<file path="src/hw/rld_pkg.sv">
// What this block does
// - Custom source side, both lane controls low: power down, nothing routed, any orientation.
// - Custom sink side puts USB on the opposite pair to the source side; both lane controls low is power down.
// - Lane control hi low, lo high: one USB port; orientation picks flipped variant.
// - Custom: hi only gives four custom channels; both high gives USB plus two.
// - Display four-lane matches assignments C/E; USB plus two lanes matches D/F.
// - Lane control hi high, orientation low: positive aux to SBU1, negative to SBU2.
// - Lane control hi high, orientation high: aux lines crossed onto SBU2 and SBU1.
// - Pin decode applies in GPIO mode; in I2C mode lane paths follow it only for field 0000/1111, mode and aux for any field.
// - Source USB unflipped: receive pair 1 from downstream, transmit pair 1 from upstream.
// - Source USB flipped: same as unflipped but on lane pair 2.
// - Source four lanes unflipped: lanes 0-3 on RX2, TX2, TX1, RX1, upstream EQ.
// - Source four lanes flipped: mirrored order RX1, TX1, TX2, RX2.
// - Swap reverses every path; each slot keeps its listed equalizer group.
// - Sink USB: pair 2 unflipped, pair 1 flipped, same directions and EQ.
// - Sink four lanes unflipped: lanes 3,2,1,0 on RX2,TX2,TX1,RX1; flip exchanges pairs.
// - Sink USB plus two: USB on pair 2, lanes 0/1 on RX1/TX1; flip exchanges.
// - Source custom unflipped: lane 1 on pair 2, lane 0 on pair 1, EQ by input.
// - Four-level inputs are sampled at reset release and held afterwards.
// - Power-up defaults to USB only; controller leaves it by pulsing lane control lo.
// - GPIO configuration when interface select reads level 0 or floating.
// - Swap reverses direction; each path keeps its upstream or downstream input EQ setting.
package rld_pkg;

	////////////////////////////////////////////////////////////////////////
	localparam int CLK_PERIOD_NS = 25;
	localparam int TICK_NS = 1000;
	localparam int TICK_CYCLES = TICK_NS / CLK_PERIOD_NS;
	localparam int FILTER_TIME_US = 2000;
	localparam int FILTER_TICKS = (FILTER_TIME_US * 1000) / TICK_NS;
	localparam int CFG_LATCH_DELAY = 2;

	////////////////////////////////////////////////////////////////////////
	localparam logic [7:0] OFS_CONTROL = 8'h00;
	localparam logic [7:0] OFS_STATUS = 8'h04;
	localparam logic [7:0] OFS_ROUTE = 8'h08;
	localparam logic [7:0] OFS_LANES = 8'h0c;
	localparam logic [7:0] OFS_CONFIG = 8'h10;
	localparam logic [3:0] CONTROL_RESET = 4'h0;
	localparam int STATUS_MODE_POS = 0;
	localparam int STATUS_SBU_POS = 4;
	localparam int STATUS_I2C_POS = 6;
	localparam int STATUS_VALID_POS = 7;
	localparam int STATUS_DEFAULT_POS = 8;
	localparam int ROUTE_EN_POS = 0;
	localparam int ROUTE_UP_POS = 4;
	localparam int ROUTE_DEQ_POS = 8;
	localparam int ROUTE_EQ_POS = 12;
	localparam int CONFIG_IFACE_POS = 0;
	localparam int CONFIG_UEQ_POS = 2;
	localparam int CONFIG_DEQ_POS = 6;
	localparam logic [1:0] RESP_OKAY = 2'h0;
	localparam logic [1:0] RESP_SLVERR = 2'h2;

	////////////////////////////////////////////////////////////////////////
	localparam logic [1:0] LEVEL_0 = 2'h0;
	localparam logic [1:0] LEVEL_R = 2'h1;
	localparam logic [1:0] LEVEL_F = 2'h2;
	localparam logic [1:0] LEVEL_1 = 2'h3;
	localparam logic [3:0] SWAP_ALL_LOW = 4'h0;
	localparam logic [3:0] SWAP_ALL_HIGH = 4'hf;

	// Lane function carried by a slot
	localparam logic [2:0] FN_NONE = 3'h0;
	localparam logic [2:0] FN_USB = 3'h1;
	localparam logic [2:0] FN_DP0 = 3'h2;
	localparam logic [2:0] FN_DP1 = 3'h3;
	localparam logic [2:0] FN_LN0 = 3'h6;
	localparam logic [2:0] FN_LN1 = 3'h7;

	typedef enum logic [3:0] {
		MODE_OFF = 4'b0001,
		MODE_USB = 4'b0010,
		MODE_ALT4 = 4'b0100,
		MODE_COMBO = 4'b1000
	} rld_mode_type;

	typedef enum logic [1:0] {
		SBU_OPEN = 2'b00,
		SBU_STRAIGHT = 2'b01,
		SBU_CROSSED = 2'b10
	} rld_sbu_type;

endpackage : rld_pkg

</file>
<file path="src/hw/rld_low_filter.sv">
`timescale 1ns/1ps
module rld_low_filter #(
	parameter int THRESHOLD = rld_pkg::FILTER_TICKS
) (
	// Clock and reset
	input wire logic aclk,
	input wire logic aresetn,
	// Level already in the aclk domain
	input wire logic level_in,
	output logic long_low
);

	typedef struct packed {
		logic [5:0] tick_cnt;
		logic [19:0] low_cnt;
		logic long_low;
	} rld_filter_type;

	rld_filter_type s_q;
	rld_filter_type s_d;

	////////////////////////////////////////////////////////////////////////
	always_comb
	begin
		s_d = s_q;
		if (s_q.tick_cnt == 6'(rld_pkg::TICK_CYCLES - 1))
			s_d.tick_cnt = 6'h00;
		else
			s_d.tick_cnt = s_q.tick_cnt + 6'h01;
		if (level_in)
		begin
			s_d.low_cnt = 20'h00000;
			s_d.long_low = 1'b0;
		end
		else if (s_q.tick_cnt == 6'(rld_pkg::TICK_CYCLES - 1) && !s_q.long_low)
		begin
			// One extra tick so a partial first tick never shortens the wait
			if (s_q.low_cnt == 20'(THRESHOLD))
				s_d.long_low = 1'b1;
			else
				s_d.low_cnt = s_q.low_cnt + 20'h00001;
		end
	end

	always_ff @(posedge aclk)
	begin
		if (!aresetn)
			s_q <= '0;
		else
			s_q <= s_d;
	end

	assign long_low = s_q.long_low;

endmodule : rld_low_filter

</file>
<file path="src/hw/rld_lane_route_decoder.sv">
// The address map and the AXI4-Lite slave port were decided locally.
`timescale 1ns/1ps
module rld_lane_route_decoder #(
	parameter int FILTER_TICKS = rld_pkg::FILTER_TICKS
) (
	// Clock and reset
	input wire logic aclk,
	input wire logic aresetn,
	// Configuration pins from the power delivery controller
	input wire logic side_select_hi,
	input wire logic side_select_lo,
	input wire logic lane_control_hi,
	input wire logic lane_control_lo,
	input wire logic orientation_flip,
	input wire logic path_swap,
	// Four-level inputs as resolved level codes
	input wire logic [1:0] interface_select_level,
	input wire logic [3:0] upstream_eq_setting,
	input wire logic [3:0] downstream_eq_setting,
	// AXI4-Lite write
	input wire logic [7:0] s_axi_awaddr,
	input wire logic s_axi_awvalid,
	output logic s_axi_awready,
	input wire logic [31:0] s_axi_wdata,
	input wire logic [3:0] s_axi_wstrb,
	input wire logic s_axi_wvalid,
	output logic s_axi_wready,
	output logic [1:0] s_axi_bresp,
	output logic s_axi_bvalid,
	input wire logic s_axi_bready,
	// AXI4-Lite read
	input wire logic [7:0] s_axi_araddr,
	input wire logic s_axi_arvalid,
	output logic s_axi_arready,
	output logic [31:0] s_axi_rdata,
	output logic [1:0] s_axi_rresp,
	output logic s_axi_rvalid,
	input wire logic s_axi_rready,
	// Decoded routing, slots are RX1, TX1, RX2, TX2
	output rld_pkg::rld_mode_type mode,
	output rld_pkg::rld_sbu_type sbu_map,
	output logic [3:0] path_enable,
	output logic [3:0] path_from_upstream,
	output logic [3:0] path_eq_downstream,
	output logic [15:0] path_eq_level,
	output logic [11:0] path_function
);

	typedef struct packed {
		logic [15:0] sync1;
		logic [15:0] sync2;
		logic [1:0] cfg_wait;
		logic cfg_done;
		logic [1:0] iface_level;
		logic [3:0] ueq;
		logic [3:0] deq;
		logic ctl_lo_seen_high;
		logic usb_default;
		rld_pkg::rld_mode_type mode;
		rld_pkg::rld_sbu_type sbu;
		logic route_valid;
		logic [3:0] path_en;
		logic [3:0] path_up;
		logic [3:0] path_deq;
		logic [15:0] path_eq;
		logic [11:0] path_fn;
		logic [3:0] reverse_field;
		logic awready;
		logic wready;
		logic bvalid;
		logic [1:0] bresp;
		logic [7:0] aw_addr;
		logic [31:0] w_data;
		logic [3:0] w_strb;
		logic arready;
		logic rvalid;
		logic [1:0] rresp;
		logic [31:0] rdata;
	} rld_state_type;

	rld_state_type s_q;
	rld_state_type s_d;
	logic long_low;

	// Decode temporaries
	logic side_hi;
	logic side_lo;
	logic ctl_hi;
	logic ctl_lo;
	logic orient;
	logic swp;
	logic power_down;
	logic i2c_mode;
	logic usb_pair;
	logic rev;
	logic is_tx;
	logic pair;
	logic up;
	logic eqd;
	logic en;
	logic [1:0] pos;
	logic [2:0] fn;

	////////////////////////////////////////////////////////////////////////
	rld_low_filter #(
		.THRESHOLD(FILTER_TICKS)
	) u_filter (
		.aclk(aclk),
		.aresetn(aresetn),
		.level_in(s_q.sync2[12]),
		.long_low(long_low)
	);

	////////////////////////////////////////////////////////////////////////
	function automatic logic [31:0] read_word(input rld_state_type st,
		input logic [7:0] addr, output logic hit);
		logic [31:0] w;
		w = 32'h00000000;
		hit = 1'b1;
		case (addr)
			rld_pkg::OFS_CONTROL:
				w[3:0] = st.reverse_field;
			rld_pkg::OFS_STATUS:
			begin
				w[rld_pkg::STATUS_MODE_POS +: 4] = st.mode;
				w[rld_pkg::STATUS_SBU_POS +: 2] = st.sbu;
				w[rld_pkg::STATUS_I2C_POS] =
					(st.iface_level == rld_pkg::LEVEL_1);
				w[rld_pkg::STATUS_VALID_POS] = st.route_valid;
				w[rld_pkg::STATUS_DEFAULT_POS] = st.usb_default;
			end
			rld_pkg::OFS_ROUTE:
			begin
				w[rld_pkg::ROUTE_EN_POS +: 4] = st.path_en;
				w[rld_pkg::ROUTE_UP_POS +: 4] = st.path_up;
				w[rld_pkg::ROUTE_DEQ_POS +: 4] = st.path_deq;
				w[rld_pkg::ROUTE_EQ_POS +: 16] = st.path_eq;
			end
			rld_pkg::OFS_LANES:
				w[11:0] = st.path_fn;
			rld_pkg::OFS_CONFIG:
			begin
				w[rld_pkg::CONFIG_IFACE_POS +: 2] = st.iface_level;
				w[rld_pkg::CONFIG_UEQ_POS +: 4] = st.ueq;
				w[rld_pkg::CONFIG_DEQ_POS +: 4] = st.deq;
			end
			default:
				hit = 1'b0;
		endcase
		return w;
	endfunction : read_word

	////////////////////////////////////////////////////////////////////////
	always_comb
	begin
		logic rd_hit;
		logic [31:0] rd_word;
		rd_hit = 1'b0;
		rd_word = 32'h00000000;
		s_d = s_q;

		// Pins cross in from the controller through two flops
		s_d.sync1 = {path_swap, orientation_flip, lane_control_lo,
			lane_control_hi, side_select_lo, side_select_hi,
			interface_select_level, upstream_eq_setting,
			downstream_eq_setting};
		s_d.sync2 = s_q.sync1;
		side_hi = s_q.sync2[10];
		side_lo = s_q.sync2[11];
		ctl_hi = s_q.sync2[12];
		ctl_lo = s_q.sync2[13];
		orient = s_q.sync2[14];
		swp = s_q.sync2[15];

		// Levels settle in the synchroniser before the one-time capture
		if (!s_q.cfg_done)
		begin
			if (s_q.cfg_wait == 2'(rld_pkg::CFG_LATCH_DELAY))
			begin
				s_d.cfg_done = 1'b1;
				s_d.iface_level = s_q.sync2[9:8];
				s_d.ueq = s_q.sync2[7:4];
				s_d.deq = s_q.sync2[3:0];
			end
			else
				s_d.cfg_wait = s_q.cfg_wait + 2'h1;
		end

		// Default USB mode ends on a low-high-low pulse of lane control lo
		if (ctl_lo)
			s_d.ctl_lo_seen_high = 1'b1;
		else if (s_q.ctl_lo_seen_high)
			s_d.usb_default = 1'b0;

		// Level R is undefined; treated as GPIO like 0 and F
		i2c_mode = (s_q.iface_level == rld_pkg::LEVEL_1);
		s_d.route_valid = !i2c_mode ||
			s_q.reverse_field == rld_pkg::SWAP_ALL_LOW ||
			s_q.reverse_field == rld_pkg::SWAP_ALL_HIGH;

		power_down = !ctl_hi && !ctl_lo;
		if (power_down && !s_q.usb_default)
			s_d.mode = rld_pkg::MODE_OFF;
		else if (!ctl_hi)
			s_d.mode = rld_pkg::MODE_USB;
		else if (!ctl_lo)
			s_d.mode = rld_pkg::MODE_ALT4;
		else
			s_d.mode = rld_pkg::MODE_COMBO;

		// Sink side puts USB on the opposite pair to the source side
		usb_pair = orient ^ side_lo;
		rev = orient ^ side_lo;
		up = 1'b0;
		eqd = 1'b0;
		en = 1'b0;
		pos = 2'h0;
		fn = rld_pkg::FN_NONE;
		is_tx = 1'b0;
		pair = 1'b0;
		for (int i = 0; i < 4; i++)
		begin
			is_tx = i[0];
			pair = i[1];
			// Display order from source unflipped: RX2, TX2, TX1, RX1
			pos = {~pair, ~(pair ^ is_tx)};
			if (rev)
				pos = 2'h3 - pos;
			en = 1'b1;
			up = is_tx;
			eqd = !is_tx;
			fn = rld_pkg::FN_USB;
			case (s_d.mode)
				rld_pkg::MODE_USB:
					en = (pair == usb_pair);
				rld_pkg::MODE_ALT4:
				begin
					if (side_hi)
						fn = (pair == !orient) ? rld_pkg::FN_LN1 :
							rld_pkg::FN_LN0;
					else
					begin
						up = 1'b1;
						eqd = 1'b0;
						fn = 3'(rld_pkg::FN_DP0 + {1'b0, pos});
					end
				end
				rld_pkg::MODE_COMBO:
				begin
					if (pair != usb_pair)
					begin
						if (side_hi)
							fn = rld_pkg::FN_LN0;
						else
						begin
							up = 1'b1;
							eqd = 1'b0;
							fn = is_tx ? rld_pkg::FN_DP1 : rld_pkg::FN_DP0;
						end
					end
				end
				default:
					en = 1'b0;
			endcase
			if (!s_d.route_valid)
				en = 1'b0;
			// Reversal flips the path but not its equalizer group
			up = up ^ swp;
			s_d.path_en[i] = en;
			s_d.path_up[i] = en & up;
			s_d.path_deq[i] = en & eqd;
			s_d.path_eq[4*i +: 4] = !en ? 4'h0 :
				(eqd ? s_q.deq : s_q.ueq);
			s_d.path_fn[3*i +: 3] = en ? fn : rld_pkg::FN_NONE;
		end

		// Sideband crosspoint
		if (s_d.mode == rld_pkg::MODE_OFF)
			s_d.sbu = rld_pkg::SBU_OPEN;
		else if (ctl_hi)
			s_d.sbu = orient ? rld_pkg::SBU_CROSSED :
				rld_pkg::SBU_STRAIGHT;
		else if (long_low)
			s_d.sbu = rld_pkg::SBU_OPEN;

		// AXI4-Lite write: address and data taken in either order
		if (s_axi_awvalid && s_q.awready)
		begin
			s_d.awready = 1'b0;
			s_d.aw_addr = s_axi_awaddr;
		end
		if (s_axi_wvalid && s_q.wready)
		begin
			s_d.wready = 1'b0;
			s_d.w_data = s_axi_wdata;
			s_d.w_strb = s_axi_wstrb;
		end
		if (!s_q.awready && !s_q.wready && !s_q.bvalid)
		begin
			s_d.bvalid = 1'b1;
			s_d.bresp = rld_pkg::RESP_OKAY;
			if (s_q.aw_addr == rld_pkg::OFS_CONTROL)
			begin
				if (s_q.w_strb[0])
					s_d.reverse_field = s_q.w_data[3:0];
			end
			else
			begin
				void'(read_word(s_q, s_q.aw_addr, rd_hit));
				// Status registers are read-only; writes are ignored
				if (!rd_hit)
					s_d.bresp = rld_pkg::RESP_SLVERR;
			end
		end
		if (s_q.bvalid && s_axi_bready)
		begin
			s_d.bvalid = 1'b0;
			s_d.awready = 1'b1;
			s_d.wready = 1'b1;
		end

		// AXI4-Lite read
		if (s_axi_arvalid && s_q.arready)
		begin
			rd_word = read_word(s_q, s_axi_araddr, rd_hit);
			s_d.arready = 1'b0;
			s_d.rvalid = 1'b1;
			s_d.rdata = rd_word;
			s_d.rresp = rd_hit ? rld_pkg::RESP_OKAY : rld_pkg::RESP_SLVERR;
		end
		else if (s_q.rvalid && s_axi_rready)
		begin
			s_d.rvalid = 1'b0;
			s_d.arready = 1'b1;
		end
	end

	////////////////////////////////////////////////////////////////////////
	always_ff @(posedge aclk)
	begin
		if (!aresetn)
		begin
			s_q <= '0;
			s_q.usb_default <= 1'b1;
			s_q.mode <= rld_pkg::MODE_OFF;
			s_q.sbu <= rld_pkg::SBU_OPEN;
			s_q.reverse_field <= rld_pkg::CONTROL_RESET;
			s_q.awready <= 1'b1;
			s_q.wready <= 1'b1;
			s_q.arready <= 1'b1;
		end
		else
			s_q <= s_d;
	end

	////////////////////////////////////////////////////////////////////////
	assign s_axi_awready = s_q.awready;
	assign s_axi_wready = s_q.wready;
	assign s_axi_bresp = s_q.bresp;
	assign s_axi_bvalid = s_q.bvalid;
	assign s_axi_arready = s_q.arready;
	assign s_axi_rdata = s_q.rdata;
	assign s_axi_rresp = s_q.rresp;
	assign s_axi_rvalid = s_q.rvalid;
	assign mode = s_q.mode;
	assign sbu_map = s_q.sbu;
	assign path_enable = s_q.path_en;
	assign path_from_upstream = s_q.path_up;
	assign path_eq_downstream = s_q.path_deq;
	assign path_eq_level = s_q.path_eq;
	assign path_function = s_q.path_fn;

endmodule : rld_lane_route_decoder

</file>
<file path="config.mk">
export PLATFORM = sky130hd
export DESIGN_NAME = rld_lane_route_decoder
export DESIGN_NICKNAME = d
export VERILOG_FILES = /design/src/hw/rld_pkg.sv /design/src/hw/rld_low_filter.sv /design/src/hw/rld_lane_route_decoder.sv
export SDC_FILE = /design/constraint.sdc
export NUM_CORES = 1
export LEC_CHECK = 0
export BUFFER_PORTS_ARGS = -buffer_cell sky130_fd_sc_hd__buf_2
export CAP_MARGIN = 20
export CELL_PAD_IN_SITES_DETAIL_PLACEMENT = 0
export CELL_PAD_IN_SITES_GLOBAL_PLACEMENT = 1
export CORE_MARGIN = 8
export CORE_UTILIZATION = 42
export DETAILED_ROUTE_END_ITERATION = 8
export PLACE_DENSITY = 0.91
export SETUP_SLACK_MARGIN = 0.2
export SYNTH_ARGS = -nofsm -noshare
export SYNTH_HDL_FRONTEND = slang
export SYNTH_SLANG_ARGS = --single-unit
</file>
<file path="constraint.sdc">
create_clock -name aclk -period 2.99 [get_ports aclk]
set_clock_uncertainty 0.2 [all_clocks]
set_input_delay 0.299 -clock aclk [delete_from_list [all_inputs] [get_ports aclk]]
set_output_delay 0.299 -clock aclk [all_outputs]
set_load 0.01 [all_outputs]
</file>
* After elaboration in Yosys (flattened, before gate mapping) *
Index checks and enable logic that the tools add are counted.

word-level totals
  register bits after elaboration = 172
  input bits = 75
  word-level logic and storage cells = 173
  output and inout bits = 87

operators by class
  muxes and demuxes = 59
  eq/ne operators = 17
  add/sub/neg operators = 7
  reductions and logical operators = 40
  bitwise gates (word level) = 16

operator list
  operator                                                           count
  8-bit by 4-bit == test with 1-bit output, second input constant    4
  3-bit 2-to-1 mux                                                   10
  2-bit 2-to-1 mux                                                   12
  3-bit one-hot mux with 2 select lines                              4
  11-bit 2-to-1 mux                                                  2
  20-bit by 1-bit adder with 20-bit output, second input constant    1
  20-bit by 11-bit == test with 1-bit output, second input constant  1
  4-bit 2-to-1 mux                                                   5
  4-bit one-hot mux with 5 select lines                              1
  5-bit one-hot mux with 4 select lines                              1
  8-bit by 3-bit == test with 1-bit output, second input constant    2
  8-bit by 5-bit == test with 1-bit output, second input constant    2
  8-bit zero test                                                    2
  16-bit 2-to-1 mux                                                  1
  1-bit 2-to-1 mux                                                   15
  1-bit one-hot mux with 2 select lines                              7
  2-bit AND reduction                                                7
  2-bit by 2-bit adder with 3-bit output, first input constant       4
  1-bit logical AND                                                  10
  2-bit OR reduction                                                 5
  4-bit == test, second input constant                               2
  1-bit zero test                                                    8
  1-bit NOT                                                          7
  6-bit by 1-bit adder with 6-bit output, second input constant      1
  15 further kinds                                                   25

* Depth between registers and ports, before layout *
  depth after elaboration = 9
  mapped depth = 8
  depth with buffers taken out = 7

* Hierarchy *
Synthesis repeated with hierarchy kept, for this count alone.

second synthesis, totals
  cell total of the unflattened synthesis = 735
  area total of the unflattened synthesis = 6895.4 um^2

by module, submodules not included
  module                  instances  area an instance (um^2)  sequential area each (um^2)  cells each
  rld_lane_route_decoder  1          5614.1                   2762.6                       585
  rld_low_filter          1          1281.2                   540.5                        150

* Worst setup path before layout *
No wires, ideal clock.

  path type = input to register
  start = input port s_axi_araddr[0]
  end = register s_q, in the netlist s_axi_rdata[18]
  setup slack = 1.081 ns
  stages = 6
  library setup time = 0.065 ns
  path buffers = 1
  arrival time = 1.644 ns
  required time = 2.725 ns
  cells stage by stage = or4_4 -> nor3_4 -> nor3b_4 -> buf_6 -> a22oi_1 -> nor2b_1

between the ends
  word-level cells in the longest chain between the ends = 2

ends and longest elaborated chain
  element                                   line                           source
  start: declaration                        rld_lane_route_decoder.sv:32   input wire logic [7:0] s_axi_araddr,
  8-bit by 4-bit == test with 1-bit output  rld_lane_route_decoder.sv:120  case (addr)
  16-bit 2-to-1 mux                         rld_lane_route_decoder.sv:120
  end: declaration                          rld_lane_route_decoder.sv:81   rld_state_type s_q;

Every way passes these cells.
A chain may end at the register's enable or synchronous reset.

* Worst setup path after layout *
  start = register u_filter.s_q[1] in the netlist's numbering
  end = register u_filter.s_q[5] in the netlist's numbering

between the ends
  word-level cells in the longest chain between the ends = 3
  elaborated cells on any way between the ends = 4
  those cells by class = add/sub: 1; eq/ne: 1; bitwise: 1; reduce/logical: 1

ends and longest elaborated chain
  element                                                                           line                  source
  start: declaration                                                                rld_low_filter.sv:19  rld_filter_type s_q;
  start signal: assignment                                                          rld_low_filter.sv:48  s_q <= '0;
  start signal: assignment                                                          rld_low_filter.sv:50  s_q <= s_d;
  branches (longest 3 deep; another with 20-bit by 1-bit adder with 20-bit output)  n/a

Parallel ways; which one is timed is not known.

==> summary.md <==
| Metric | Value |
|---|---|
| Finish-stage setup viols | 0 |
| RSZ-0062 raised after global routing | false |
| Netlist Area Pre-Place | between 0.006 and 0.007 sq mm |
| Max frequency | between 400 and 500 MHz |
| Crit path required time | between 3 and 4 ns |
| Max-Cap Viols | 0 |
| Drt drc | 0 |
| H-tree level count | 4 |
| Starting Density | 0.423 |
| Flop-to-flop setup slack | between 0.8 and 0.9 ns |
| Final WL | about 15000 um |
| Core region area | roughly 0.016 sq mm |
| Pwr dens | between 600 and 700 mW/mm^2 |
| Final TNS setup | 0 ns |
| DR pass1 iterations | 5 |
| Port Buffers | approximately 120 |
| Clk_lat worst skew | 0.42 ns |
| Layout cells sized above 1 | 0.205 |
| Critical path type | flop to flop |
| Avg Inst Size Synth | 9.21 sq um |
| Status | completed |
| Final hold violation count | 0 |
| CTS resizes | 0 |
| Compound-Gate Fraction of Synth Area | 0.118 |
| Die height | between 100 and 150 um |
| RePlAce Congestion | around 0.82 |
| Power Internal | 3840 uW |
| Initial antenna violation count | 0 |
| Post-synthesis mux area share | 0.0296 |
| Clock power frac | 0.451 |
| Synth Area in Adders | 0.00727 |
| Width of the die | approximately 140 um |
| CTS tree | done |
| Min Clock Period, post-route | 2.17 ns |
| Synth area leader | dfxtp_1 |
| Leakage power | between 0.003 and 0.004 uW |
| GRT Total Usage | 0.152 |
| Crit path capture type | flop |
| Hpwl dp | roughly 11000 um |
| Number of vias per cell | between 4 and 5 |
| Pins Over Slew Limit | 0 |
| Synth area leaders | dfxtp_1 (48%), buf_4 (9.1%), and2_1 (3.7%) |
| Largest family of logic cells by synthesized area | simple AND/OR/NAND/NOR gates |
| CP arrival | 2.32 ns |
| Share of the synthesized area in the top cell type | 0.480 |
| # IOs | 162 |
| Fin crit share | 0.726 |
| Row cnt | 47 |
| Layout filler cell count | approximately 1500 |
| Sequential element share of the synthesized area | 0.480 |
| Post-synth ARST share | 0 |
| Largest net degree at the start of global routing | 54 |
| Logic gate share of total power | 0.081 |
| Flop pwr share | 0.468 |
| Post-synth cell types | 55 |
| Slew HR | 0.469 |
| First-pass GRT wire length | ~25000 um |
| Synth Area in XOR/XNOR | 0.0293 |
| HP Class | input pin to flop |
| Startpoint Class | flop |
| Clk slew on worst S/H paths | roughly 0.060 ns |
| P_sw | between 1000 and 1500 uW |
| Synth Area in Simple Gates | 0.211 |
| Iter 0 DRT Violations | around 320 |
| Clock Sinks | 165 |
| Least-Margin Pin Slew | about 0.8 ns |
| Die area | around 0.021 sq mm |
| Synth Flop Type | dfxtp_1 |
| Ant diodes | 0 |
| GR Overflow Total | 0 |
| Crit-path max FO | 15 |
| Sw frac | 0.236 |
| Cts bufs inserted | 17 |
| Wire per inst | around 15 um |
| Worst VDD drop | 0.447 mV |
| Clock Path Buffers | 2 |
| ANT nets after route | 0 |
| Yosys Warn Count | 0 |
| EDFF count, synth | 0 |
| Via Count | ~5100 |
| Vias in the first global route | about 4800 |
| Final Core Density | 0.492 |
| Fin nets | between 800 and 900 |
| Area growth, synth to finish | 16.4% |
| #FFs+latches synth | 165 |
| Clk root buf | clkbuf_16 |
| Syn Inst Count | between 700 and 800 |
==> stage by stage <==
step / total power (uW) / area, sq um / hold slack [ns] / setup slack, ns / cells
finish: 5020 / 8010 / 0.0372 / 0.819 / 1046
global route: 5220 / 8010 / 0.0328 / 0.605 / 1046
CTS: 5060 / 8010 / 0.0213 / 0.834 / 1046
detailed placement: 2770 / 7040 / 0.220 / 0.639 / 980
global placement: 2760 / 7040 / 0.216 / 0.666 / 980
floorplan: 2680 / 6910 / 0.199 / 1.08 / 754
==> what timing repair did <==
item / in CTS / in global routing
endpoints found under the hold margin: 33 / 0
hold buffers: 35 / 0
buffers inserted: 0 / 0
==> layer usage <==
metal,part of all wire,up-vias,track usage
met1,0.46,2336,0.196
met5,0,-,0
li1,-,2571,-
met4,0.022,0,0.0631
met2,0.45,153,0.234
met3,0.069,21,0.0413
==> cells in the final DEF (no fill, tap or decap), types with 25 or more instances in the layout <==
| cell type | count |
|---|---|
| nand2_1 | 63 |
| nand3_1 | 30 |
| and2_1 | 41 |
| a21boi_0 | 25 |
| nor2_1 | 57 |
| a22oi_1 | 28 |
| nor2b_1 | 33 |
| dlygate4sd3_1 | 35 |
| buf_2 | 122 |
| dfxtp_1 | 165 |
==> path summary, 6_finish.rpt <==
| check | from | endpoint | depth (start not counted) |
|---|---|---|---|
| max | u_filter.s_q[1] | u_filter.s_q[5] | 7 |
| min | s_axi_awvalid | s_q[73] | 3 |
| max reg2reg | u_filter.s_q[1] | u_filter.s_q[5] | 7 |
| min reg2reg | s_d[159] | s_q[159] | 1 |
==> synthesized netlist by cell type, types with 3 or more instances <==
cell / n
a21boi_0: 25
and3_1: 6
nor2_1: 57
buf_2: 3
inv_1: 16
nand3_1: 30
or3_1: 4
nor4b_1: 4
nor2b_1: 33
mux2i_1: 17
a21oi_1: 15
o21a_1: 3
dfxtp_1: 165
clkbuf_1: 28
or4_1: 5
nand4_1: 11
nor3_1: 5
ha_1: 4
nand2b_1: 6
mux2_2: 3
buf_4: 83
and2_1: 41
xor2_1: 14
o22ai_1: 4
a31oi_1: 3
buf_1: 3
a22o_1: 4
o211ai_1: 3
o21ai_0: 23
a22oi_1: 28
xnor2_1: 9
nand2_1: 63
==> power by group through the flow <==
stage | combinational, uW | sequential, uW | clock, uW
detailed placement | 371 | 2400 | 0
global route | 462 | 2360 | 2400
CTS | 411 | 2350 | 2300
finish | 408 | 2350 | 2260
floorplan | 314 | 2370 | 0
global placement | 366 | 2390 | 0
==> kinds of logic after synthesis <==
logic type,Yosys count
compound gates,119
xor+xnor,23
fa+ha+maj,4
buf+inv,137
flops,165
mux,20
other cells,1
simple gates,278
==> critical path, cell delays in order (launching register included) <==
cell     delay (ns)
dfxtp_1        0.34
inv_1          0.10
ha_1           0.18
nor4b_1        0.28
nand4_1        0.20
o21ai_2        0.48
o21ai_0        0.19
a21oi_1        0.14
==> area by class of cell <==
cell class	count	area [sq um]	area share
Tap cell	220	275	0.0344
Timing Repair Buffer	162	998	0.125
Sequential cell	165	3300	0.412
Multi-Input combinational cell	452	2750	0.343
Clock buffer	19	453	0.0566
Inverter	16	60.1	0.00750
Clock inverter	12	169	0.0211
==> registers in the layout, indices dropped and copies added (netlist names), 4 cells and up <==
signal              flops
mode                    4
path_eq_level          16
path_from_upstream      4
path_function           8
s_axi_rdata            28
s_d                    16
s_q                    46
u_filter.s_q           26
Power figures use the tool's default switching activity.
